--- src/core/adc_ctrl_regs.vh ---
`ifndef ADC_CTRL_REGS_VH
`define ADC_CTRL_REGS_VH

// control byte field positions
`define CCW_PD_HI 7
`define CCW_PD_LO 6
`define CCW_ACQ 5
`define CCW_CFG 4
`define CCW_POL 3
`define CCW_CH_HI 2
`define CCW_CH_LO 0
`define CCW_WIDTH 8

// control byte after reset: normal operation, external clock
`define CCW_RESET 8'hC0

// result and buffer shape
`define RESULT_WIDTH 12
`define FIFO_DEPTH 16
`define FIFO_AW 4

// timing
`define SYS_CLK_NS 50
`define CONV_CYCLES 13
`define ACQ_EDGES 4
`define INT_CONV_NS 3600
`define INT_STEP_CYC ((`INT_CONV_NS + `CONV_CYCLES * `SYS_CLK_NS - 1) / (`CONV_CYCLES * `SYS_CLK_NS))
`define POR_NS 10000
`define POR_CYC ((`POR_NS + `SYS_CLK_NS - 1) / `SYS_CLK_NS)

`endif

--- src/core/sample_fifo.v ---
`timescale 1ns/1ps
module sample_fifo #(
    parameter WIDTH = 12,
    parameter DEPTH = 16,
    parameter AW = 4
) (
    // clock and reset
    input wire sys_clk,
    input wire rst,
    // fill side
    input wire in_valid,
    output wire in_ready,
    input wire [WIDTH-1:0] in_data,
    // drain side
    output wire out_valid,
    input wire out_ready,
    output wire [WIDTH-1:0] out_data
);
    localparam [AW:0] FULL_COUNT = DEPTH[AW:0];

    reg [WIDTH-1:0] mem [0:DEPTH-1];
    reg [AW-1:0] wr_ptr;
    reg [AW-1:0] rd_ptr;
    reg [AW:0] count;
    wire do_push;
    wire do_pop;

    assign in_ready = (count != FULL_COUNT);
    assign out_valid = (count != {(AW+1){1'b0}});
    assign out_data = mem[rd_ptr];
    assign do_push = in_valid && in_ready;
    assign do_pop = out_valid && out_ready;

    always @(posedge sys_clk) begin
        if (do_push) begin
            mem[wr_ptr] <= in_data;
        end
    end

    always @(posedge sys_clk) begin
        if (rst) begin
            wr_ptr <= {AW{1'b0}};
            rd_ptr <= {AW{1'b0}};
            count <= {(AW+1){1'b0}};
        end else begin
            if (do_push) begin
                wr_ptr <= wr_ptr + 1'b1;
            end
            if (do_pop) begin
                rd_ptr <= rd_ptr + 1'b1;
            end
            if (do_push && !do_pop) begin
                count <= count + 1'b1;
            end else if (do_pop && !do_push) begin
                count <= count - 1'b1;
            end
        end
    end
endmodule

--- src/core/adc_conversion_control.v ---
// Behaviour
// - every conversion lasts exactly 13 conversion clock ticks in any mode
// - a control byte written mid-conversion aborts it and, unless it selects power-down, starts new acquisition
// - acquisition bit clear: acquisition is timed internally, conversion follows at once
// - acquisition bit set opens acquisition; next write with it clear starts conversion
// - interrupt goes low once a result is complete and ready to read
// - interrupt returns high on the first read or on a new control byte
// - power-down selections leave the last requested clock mode in place
// - the device comes up in external clock mode
// - interrupt high after reset; 10 us reset wait, no conversions meanwhile
// - power bits 10 select internal clock, about 3.9 us per conversion
// - power bits 11 select external clock, steps follow the clock pin
// - chip select high: clock, write, read ignored and data pins released
// - write captures power, acquisition, input, polarity and channel fields
// - 12-bit result, straight binary unipolar, two's complement bipolar
// - in either power-down mode the interface works but nothing converts
// - from standby the next write rising edge powers the device up
// - power bits: 00 full down, 01 standby, 10 internal, 11 external
// - track on write rise; internal acquisition holds on fourth falling clock edge
// - from full power-down a write rising edge returns to normal operation
`timescale 1ns/1ps
`include "adc_ctrl_regs.vh"
module adc_conversion_control (
    // clock and reset
    input wire sys_clk,
    input wire rst,
    // host strobes
    input wire cs_n,
    input wire wr_n,
    input wire rd_n,
    input wire conv_clk,
    // shared data pins
    input wire [7:0] data_in,
    output reg [11:0] data_out,
    output reg [11:0] data_oe_n,
    output reg int_n,
    // analog core
    input wire comp_in,
    output reg [11:0] dac_code,
    output reg track_hold,
    output reg [2:0] channel_sel,
    output reg input_config_sel,
    output reg polarity_sel,
    output reg full_shutdown,
    output reg standby
);
    localparam [5:0] S_POR = 6'h01;
    localparam [5:0] S_IDLE = 6'h02;
    localparam [5:0] S_ACQI = 6'h04;
    localparam [5:0] S_ACQE = 6'h08;
    localparam [5:0] S_CONV = 6'h10;
    localparam [5:0] S_DONE = 6'h20;

    // end points worked out wide, then cut to their counters on purpose
    localparam integer ACQ_END = `ACQ_EDGES - 1;
    localparam integer CONV_END = `CONV_CYCLES - 1;
    localparam integer STEP_END = `INT_STEP_CYC - 1;
    localparam integer POR_END = `POR_CYC - 1;
    localparam [3:0] ACQ_LAST = ACQ_END[3:0];
    localparam [3:0] CONV_LAST = CONV_END[3:0];
    localparam [2:0] STEP_LAST = STEP_END[2:0];
    localparam [7:0] POR_LAST = POR_END[7:0];
    localparam [12:0] PIN_IDLE = 13'h0F00;
    localparam [11:0] SAR_FIRST = 12'h800;

    // pin filter: bits 7..0 data, 8 cs, 9 wr, 10 rd, 11 clock, 12 comparator
    wire [12:0] pins_raw;
    reg [12:0] sync1;
    reg [12:0] sync2;
    reg [12:0] sync3;
    reg [12:0] pin_f;

    assign pins_raw = {comp_in, conv_clk, rd_n, wr_n, cs_n, data_in};

    genvar i;
    generate
        for (i = 0; i < 13; i = i + 1) begin : pin_filter
            always @(posedge sys_clk) begin
                if (rst) begin
                    sync1[i] <= PIN_IDLE[i];
                    sync2[i] <= PIN_IDLE[i];
                    sync3[i] <= PIN_IDLE[i];
                    pin_f[i] <= PIN_IDLE[i];
                end else begin
                    sync1[i] <= pins_raw[i];
                    sync2[i] <= sync1[i];
                    sync3[i] <= sync2[i];
                    if (sync2[i] == sync3[i]) begin
                        pin_f[i] <= sync3[i];
                    end
                end
            end
        end
    endgenerate

    wire [7:0] byte_f;
    wire cs_f;
    wire wr_f;
    wire rd_f;
    wire clk_f;
    wire comp_f;
    assign byte_f = pin_f[7:0];
    assign cs_f = pin_f[8];
    assign wr_f = pin_f[9];
    assign rd_f = pin_f[10];
    assign clk_f = pin_f[11];
    assign comp_f = pin_f[12];

    reg wr_prev;
    reg rd_prev;
    reg clk_prev;

    always @(posedge sys_clk) begin
        if (rst) begin
            wr_prev <= 1'b1;
            rd_prev <= 1'b1;
            clk_prev <= 1'b1;
        end else begin
            wr_prev <= wr_f;
            rd_prev <= rd_f;
            clk_prev <= clk_f;
        end
    end

    // strobes only count with chip select low
    wire wr_rise;
    wire rd_fall;
    wire read_active;
    wire ext_fall;
    assign wr_rise = !cs_f && !wr_prev && wr_f;
    assign rd_fall = !cs_f && rd_prev && !rd_f;
    assign read_active = !cs_f && !rd_f;
    assign ext_fall = !cs_f && clk_prev && !clk_f;

    // control state
    reg [5:0] state;
    reg [7:0] conversion_control_word;
    reg ext_clk_mode;
    reg [7:0] por_cnt;
    reg [2:0] div_cnt;
    reg [3:0] tick_cnt;
    reg [11:0] result;
    reg fifo_in_valid;

    wire acquisition_mode_sel;
    wire power_ctl_hi;
    wire power_ctl_lo;
    assign acquisition_mode_sel = byte_f[`CCW_ACQ];
    assign power_ctl_hi = byte_f[`CCW_PD_HI];
    assign power_ctl_lo = byte_f[`CCW_PD_LO];

    // internal clock restarts on each write so acquisition length is repeatable
    wire int_tick;
    assign int_tick = (div_cnt == STEP_LAST);

    always @(posedge sys_clk) begin
        if (rst || wr_rise || int_tick) begin
            div_cnt <= 3'h0;
        end else begin
            div_cnt <= div_cnt + 1'b1;
        end
    end

    // one tick per falling edge of the conversion clock in external mode, one per divider wrap in internal mode
    wire tick;
    assign tick = ext_clk_mode ? ext_fall : int_tick;

    wire fifo_in_ready;
    wire fifo_out_valid;
    wire [11:0] fifo_out_data;
    wire fifo_push;
    wire fifo_pop;
    assign fifo_push = fifo_in_valid && fifo_in_ready;
    assign fifo_pop = rd_fall && fifo_out_valid;

    wire [3:0] bit_idx;
    wire [11:0] final_code;
    assign bit_idx = CONV_LAST - tick_cnt;
    assign final_code = {dac_code[11:1], comp_f};

    always @(posedge sys_clk) begin
        if (rst) begin
            state <= S_POR;
            conversion_control_word <= `CCW_RESET;
            ext_clk_mode <= 1'b1;
            por_cnt <= 8'h00;
            tick_cnt <= 4'h0;
            dac_code <= 12'h000;
            result <= 12'h000;
            track_hold <= 1'b0;
            fifo_in_valid <= 1'b0;
        end else begin
            if (fifo_push) begin
                fifo_in_valid <= 1'b0;
            end
            if (state == S_POR) begin
                // writes during the reset wait are dropped
                if (por_cnt == POR_LAST) begin
                    state <= S_IDLE;
                end else begin
                    por_cnt <= por_cnt + 1'b1;
                end
            end else if (wr_rise) begin
                // limitation: a write that lands in S_DONE drops the finished result
                conversion_control_word <= byte_f;
                tick_cnt <= 4'h0;
                if (power_ctl_hi) begin
                    ext_clk_mode <= power_ctl_lo;
                end
                if (state == S_ACQE && !acquisition_mode_sel) begin
                    // second write ends acquisition; its clock mode applies at once, power-down afterwards
                    state <= S_CONV;
                    track_hold <= 1'b0;
                    dac_code <= SAR_FIRST;
                end else if (!power_ctl_hi) begin
                    state <= S_IDLE;
                    track_hold <= 1'b0;
                end else if (acquisition_mode_sel) begin
                    state <= S_ACQE;
                    track_hold <= 1'b1;
                end else begin
                    state <= S_ACQI;
                    track_hold <= 1'b1;
                end
            end else begin
                case (state)
                    S_ACQI: begin
                        if (tick) begin
                            if (tick_cnt == ACQ_LAST) begin
                                state <= S_CONV;
                                track_hold <= 1'b0;
                                tick_cnt <= 4'h0;
                                dac_code <= SAR_FIRST;
                            end else begin
                                tick_cnt <= tick_cnt + 1'b1;
                            end
                        end
                    end
                    S_CONV: begin
                        // tick 0 switches the hold capacitor, ticks 1..12 decide a bit each
                        if (tick) begin
                            if (tick_cnt != 4'h0) begin
                                dac_code[bit_idx] <= comp_f;
                                if (bit_idx != 4'h0) begin
                                    dac_code[bit_idx - 1'b1] <= 1'b1;
                                end
                            end
                            if (tick_cnt == CONV_LAST) begin
                                state <= S_DONE;
                                if (conversion_control_word[`CCW_POL]) begin
                                    result <= final_code;
                                end else begin
                                    result <= {~final_code[11], final_code[10:0]};
                                end
                            end else begin
                                tick_cnt <= tick_cnt + 1'b1;
                            end
                        end
                    end
                    S_DONE: begin
                        // an earlier word still waiting on a full buffer holds this result here until a read frees a slot
                        if (!fifo_in_valid) begin
                            fifo_in_valid <= 1'b1;
                            state <= S_IDLE;
                        end
                    end
                    S_ACQE: begin
                        state <= S_ACQE;
                    end
                    S_IDLE: begin
                        state <= S_IDLE;
                    end
                    default: begin
                        state <= S_IDLE;
                    end
                endcase
            end
        end
    end

    // the pushed word is whatever result holds when the buffer takes it
    sample_fifo #(
        .WIDTH(`RESULT_WIDTH),
        .DEPTH(`FIFO_DEPTH),
        .AW(`FIFO_AW)
    ) result_buffer (
        .sys_clk(sys_clk),
        .rst(rst),
        .in_valid(fifo_in_valid),
        .in_ready(fifo_in_ready),
        .in_data(result),
        .out_valid(fifo_out_valid),
        .out_ready(fifo_pop),
        .out_data(fifo_out_data)
    );

    // completion flag: a push in the same cycle as a release wins
    always @(posedge sys_clk) begin
        if (rst) begin
            int_n <= 1'b1;
        end else if (fifo_push) begin
            int_n <= 1'b0;
        end else if (rd_fall || wr_rise) begin
            int_n <= 1'b1;
        end
    end

    // read port: an empty buffer repeats the last word read
    always @(posedge sys_clk) begin
        if (rst) begin
            data_out <= 12'h000;
            data_oe_n <= 12'hFFF;
        end else begin
            if (fifo_pop) begin
                data_out <= fifo_out_data;
            end
            if (read_active) begin
                data_oe_n <= 12'h000;
            end else begin
                data_oe_n <= 12'hFFF;
            end
        end
    end

    // analog control follows the stored byte; power flags only while idle
    always @(posedge sys_clk) begin
        if (rst) begin
            channel_sel <= 3'h0;
            input_config_sel <= 1'b0;
            polarity_sel <= 1'b0;
            full_shutdown <= 1'b0;
            standby <= 1'b0;
        end else begin
            channel_sel <= conversion_control_word[`CCW_CH_HI:`CCW_CH_LO];
            input_config_sel <= conversion_control_word[`CCW_CFG];
            polarity_sel <= conversion_control_word[`CCW_POL];
            // a write drops both flags at once, so they never overlap new tracking
            full_shutdown <= (state == S_IDLE) && !wr_rise &&
                (conversion_control_word[`CCW_PD_HI:`CCW_PD_LO] == 2'h0);
            standby <= (state == S_IDLE) && !wr_rise &&
                (conversion_control_word[`CCW_PD_HI:`CCW_PD_LO] == 2'h1);
        end
    end
endmodule

--- config.mk ---
export PLATFORM = sky130hd
export DESIGN_NAME = adc_conversion_control
export DESIGN_NICKNAME = d
export VERILOG_FILES = /design/src/core/sample_fifo.v /design/src/core/adc_conversion_control.v
export VERILOG_INCLUDE_DIRS = /design/src /design/src/core
export SDC_FILE = /design/constraint.sdc
export NUM_CORES = 1
export LEC_CHECK = 0
export BUFFER_PORTS_ARGS = -buffer_cell sky130_fd_sc_hd__clkbuf_2
export CAP_MARGIN = 10
export CORE_MARGIN = 3
export CORE_UTILIZATION = 40
export CTS_CLUSTER_SIZE = 14
export DETAILED_ROUTE_END_ITERATION = 16
export PLACE_DENSITY = 0.64
export SETUP_SLACK_MARGIN = 0.1
export SLEW_MARGIN = 30
export SYNTH_ARGS = -nofsm -noshare
export SYNTH_HDL_FRONTEND = slang
export SYNTH_SLANG_ARGS = --single-unit
--- constraint.sdc ---
create_clock -name sys_clk -period 2.9 [get_ports sys_clk]
set_input_delay 0.87 -clock sys_clk [delete_from_list [all_inputs] [get_ports sys_clk]]
set_output_delay 0.87 -clock sys_clk [all_outputs]
set_load 0.05 [all_outputs]
==> flow_summary_export.csv <==
group,metric,value,unit
clock_network,clk_path_buf_depth,3,
drt,avgRoutedWirePerCell,16.93,µm
placed_design,postPlaceCellArea,14110,µm²
global_routing,grt_max_degree,130,
floorplanning,fp.dieH,188.3,µm
clock_network,cts.sinks,336,
layout,nFillCells,2904,
global_routing,antenna_found_initial,0,
job,cap_violations,0,
yosys,synth_fa_ha_area_share,1.656,%
timing,max_freq,377.2,MHz
layout,multiInputGateArea,4295,µm²
pwr,powerDensity,614.0,nW/µm²
timing,setup_tns,0,ns
clock_network,cts_buffers,35,
timing,slew_violations,0,
yosys,ys.flop_type,"edfxtp_1",
drt,totalWireLength,25410,µm
layout,design_area,15190,µm²
timing,worst_slack,0.2488,ns
critical_path,cp-start-kind,"flip-flop",
critical_path,crit_path_start,"result_buffer.count[1]",
yosys,seq_area_frac_synth,65.04,%
placed_design,dp_slack,0.2515,ns
floorplanning,start_util,40.76,%
drt,firstDrtPassIters,5,
critical_path,arrival,3.07,ns
clock_network,cts_setup_buffers,0,
layout,num_antenna_cells,0,
yosys,ys_types,59,
drt,via_per_inst,5.217,
timing,finalSetupViolations,0,
yosys,ys_seq_elements,336,
placed_design,gp_congestion,0.8825,
hold_path,min_from,"sync1[10]",
layout,layout_commonest_cell,"edfxtp_1",
timing,finalHoldViolCount,0,
clock_network,clkLatencyLatePin,0.51,ns
timing,period_needed,2.651,ns
yosys,synth_cells,980,
yosys,async_flop_share,0,%
layout,nets,1067,
critical_path,path_max_fanout,4,
timing,max-slew-margin-rel,44.17,%
hold_path,worstHoldPathType,"reg2reg",
yosys,synth_top_family_by_area,"simple AND/OR/NAND/NOR gates",
global_routing,grtUsageTotal,14.40,%
clock_network,holdBufCountCts,0,
floorplanning,fp.dieW,188.3,µm
yosys,synth_fp_nets,1012,
floorplanning,core_area,32620,µm²
clock_network,h-tree-depth,2,
drt,vias,7830,
critical_path,cp-end-kind,"flip-flop",
layout,final_cell_mix,"192 x edfxtp_1, 142 x dfxtp_1, 103 x nand2_1, 69 x a21oi_1, 60 x mux4_2",
drt,remaining_drc_errors,0,
floorplanning,row_count,66,
yosys,synth_xor_area_share,1.252,%
yosys,synth_compound_area_share,7.528,%
critical_path,required,3.32,ns
global_routing,grt-ovfl-total,0,
critical_path,worstSetupPathType,"reg2reg",
floorplanning,die-area,35460,µm²
timing,worstMarginPinSlew,0.8363,ns
layout,fin_util,46.58,%
yosys,synth_edf_count,192,
layout,regArea,8653,µm²
layout,drive_gt1_share,21.81,%
yosys,synth-simple-area-share,11.23,%
drt,antenna_left,0,
placed_design,numPortBuffers,59,
clock_network,tritoncts,"yes",
clock_network,clk_pin_slew,0.06,ns
yosys,synthMuxAreaShare,10.31,%
clock_network,root_buffer,"clkbuf_16",
clock_network,cts_resized,0,
placed_design,hpwl,16090,µm
floorplanning,io_pins,60,
timing,finalClockSkew,0.02638,ns
timing,rsz0062_at_grt,"no",
critical_path,r2r-start,"result_buffer.count[1]",
outcome,status,"finished clean",
yosys,syn_area,13300,µm²
pwr,p_total,9.329,mW
yosys,post_synth.cell_area_avg,13.57,µm²
pwr,leakage,4.978,nW
global_routing,grt_pass1_vias,7634,
layout,syn2layout_area_growth,14.28,%
critical_path,rrSetupSlack,0.25,ns
timing,min_period_over_period,91.42,%
global_routing,grt_pass1_wl,41700,µm
yosys,yosysWarningCount,0,
pwr,peakVddDrop,0.0004009,V
drt,drtIter0Drc,619,
## final timing paths
path,endpoint,cells after the start
worst max-delay path,result_buffer.count[4],11
worst min-delay path,sync2[10],1
worst max register to register,result_buffer.count[4],11
worst min register to register,sync2[10],1
## worst max-delay path, cell delays in order, from the launching register on
cell	delay (ns)
dfxtp_1	0.35
or4_1	0.55
o21a_1	0.24
inv_4	0.07
ha_4	0.13
inv_2	0.05
fa_2	0.35
a21o_1	0.17
a21oi_2	0.14
xnor2_1	0.08
or3_1	0.30
a21oi_1	0.14
## area by class of cell
cell class | count | share of cell area [%]
flip-flops and latches | 336 | 56.95
multi-input cells | 554 | 28.27
clock buffers | 50 | 6.604
well taps | 442 | 3.640
repair buffers | 84 | 3.442
inverters | 24 | 0.6094
clock inverters | 11 | 0.4858
## cells by family (layout without fill, tap and decap cells)
logic type | after synthesis | after routing
flip-flops | 336 | 336
AND/OR/NAND/NOR | 296 | 296
multiplexers | 62 | 62
adder cells (fa/ha/maj) | 17 | 17
AO/OA/AOI/OAI | 160 | 160
buffers and inverters | 90 | 169
XOR/XNOR | 19 | 19
## where the power goes
part | leakage [nW] | switching, mW | internal (mW)
Clock | 0.520 | 1.74 | 2.41
Sequential | 2.95 | 0.0227 | 5.02
Combinational | 1.51 | 0.0807 | 0.0508
## layer usage
layer	GRT usage, %	part of all wire, %	vias up	routed length, µm
met5	0	0	-	0
met4	3.294	1.3	0	335
met3	2.809	4.9	29	1237
met2	22.75	47	163	11830
met1	20.83	47	3881	12010
li1	-	-	3757	-
## sequential cells by signal, summed over array words and instances (netlist names), 3 cells and up
name	flops
data_out	12
byte_f	5
state	6
conversion_control_word	7
result	12
por_cnt	8
dac_code	12
sync2	13
result_buffer.mem	192
channel_sel	3
tick_cnt	4
div_cnt	3
result_buffer.rd_ptr	4
sync3	13
sync1	13
result_buffer.wr_ptr	4
result_buffer.count	5
## per-stage QoR
stage                     hold slack, ns  cells
after floorplan                   0.3895    980
after global placement            0.3959   1440
after detailed placement          0.3960   1440
after CTS                         0.4094   1501
after global routing              0.4345   1501
final                             0.4079   1501
## cell usage after synthesis (all sizes together), types with 4 or more instances
| cell type | count | area share (%) |
|---|---|---|
| edfxtp | 192 | 43 |
| ha | 16 | 1.5 |
| nand3 | 17 | 0.64 |
| clkbuf | 43 | 1.2 |
| nand2 | 103 | 2.9 |
| xor2 | 8 | 0.53 |
| o21a | 5 | 0.34 |
| mux4 | 60 | 10 |
| inv | 24 | 0.68 |
| nand2b | 4 | 0.19 |
| o21ai | 35 | 1.3 |
| xnor2 | 11 | 0.72 |
| nor3b | 7 | 0.40 |
| nor4 | 8 | 0.47 |
| buf | 23 | 1.1 |
| a21oi | 70 | 2.6 |
| or3 | 7 | 0.33 |
| dfxtp | 144 | 22 |
| and3 | 8 | 0.38 |
| or2 | 16 | 0.75 |
| nand4 | 13 | 0.61 |
| nor2 | 48 | 1.4 |
| o311ai | 6 | 0.40 |
| nor2b | 35 | 1.6 |
| nor3 | 13 | 0.49 |
| a221oi | 4 | 0.40 |
| o211ai | 10 | 0.56 |
Note: power is estimated with default switching activity, not from simulation.
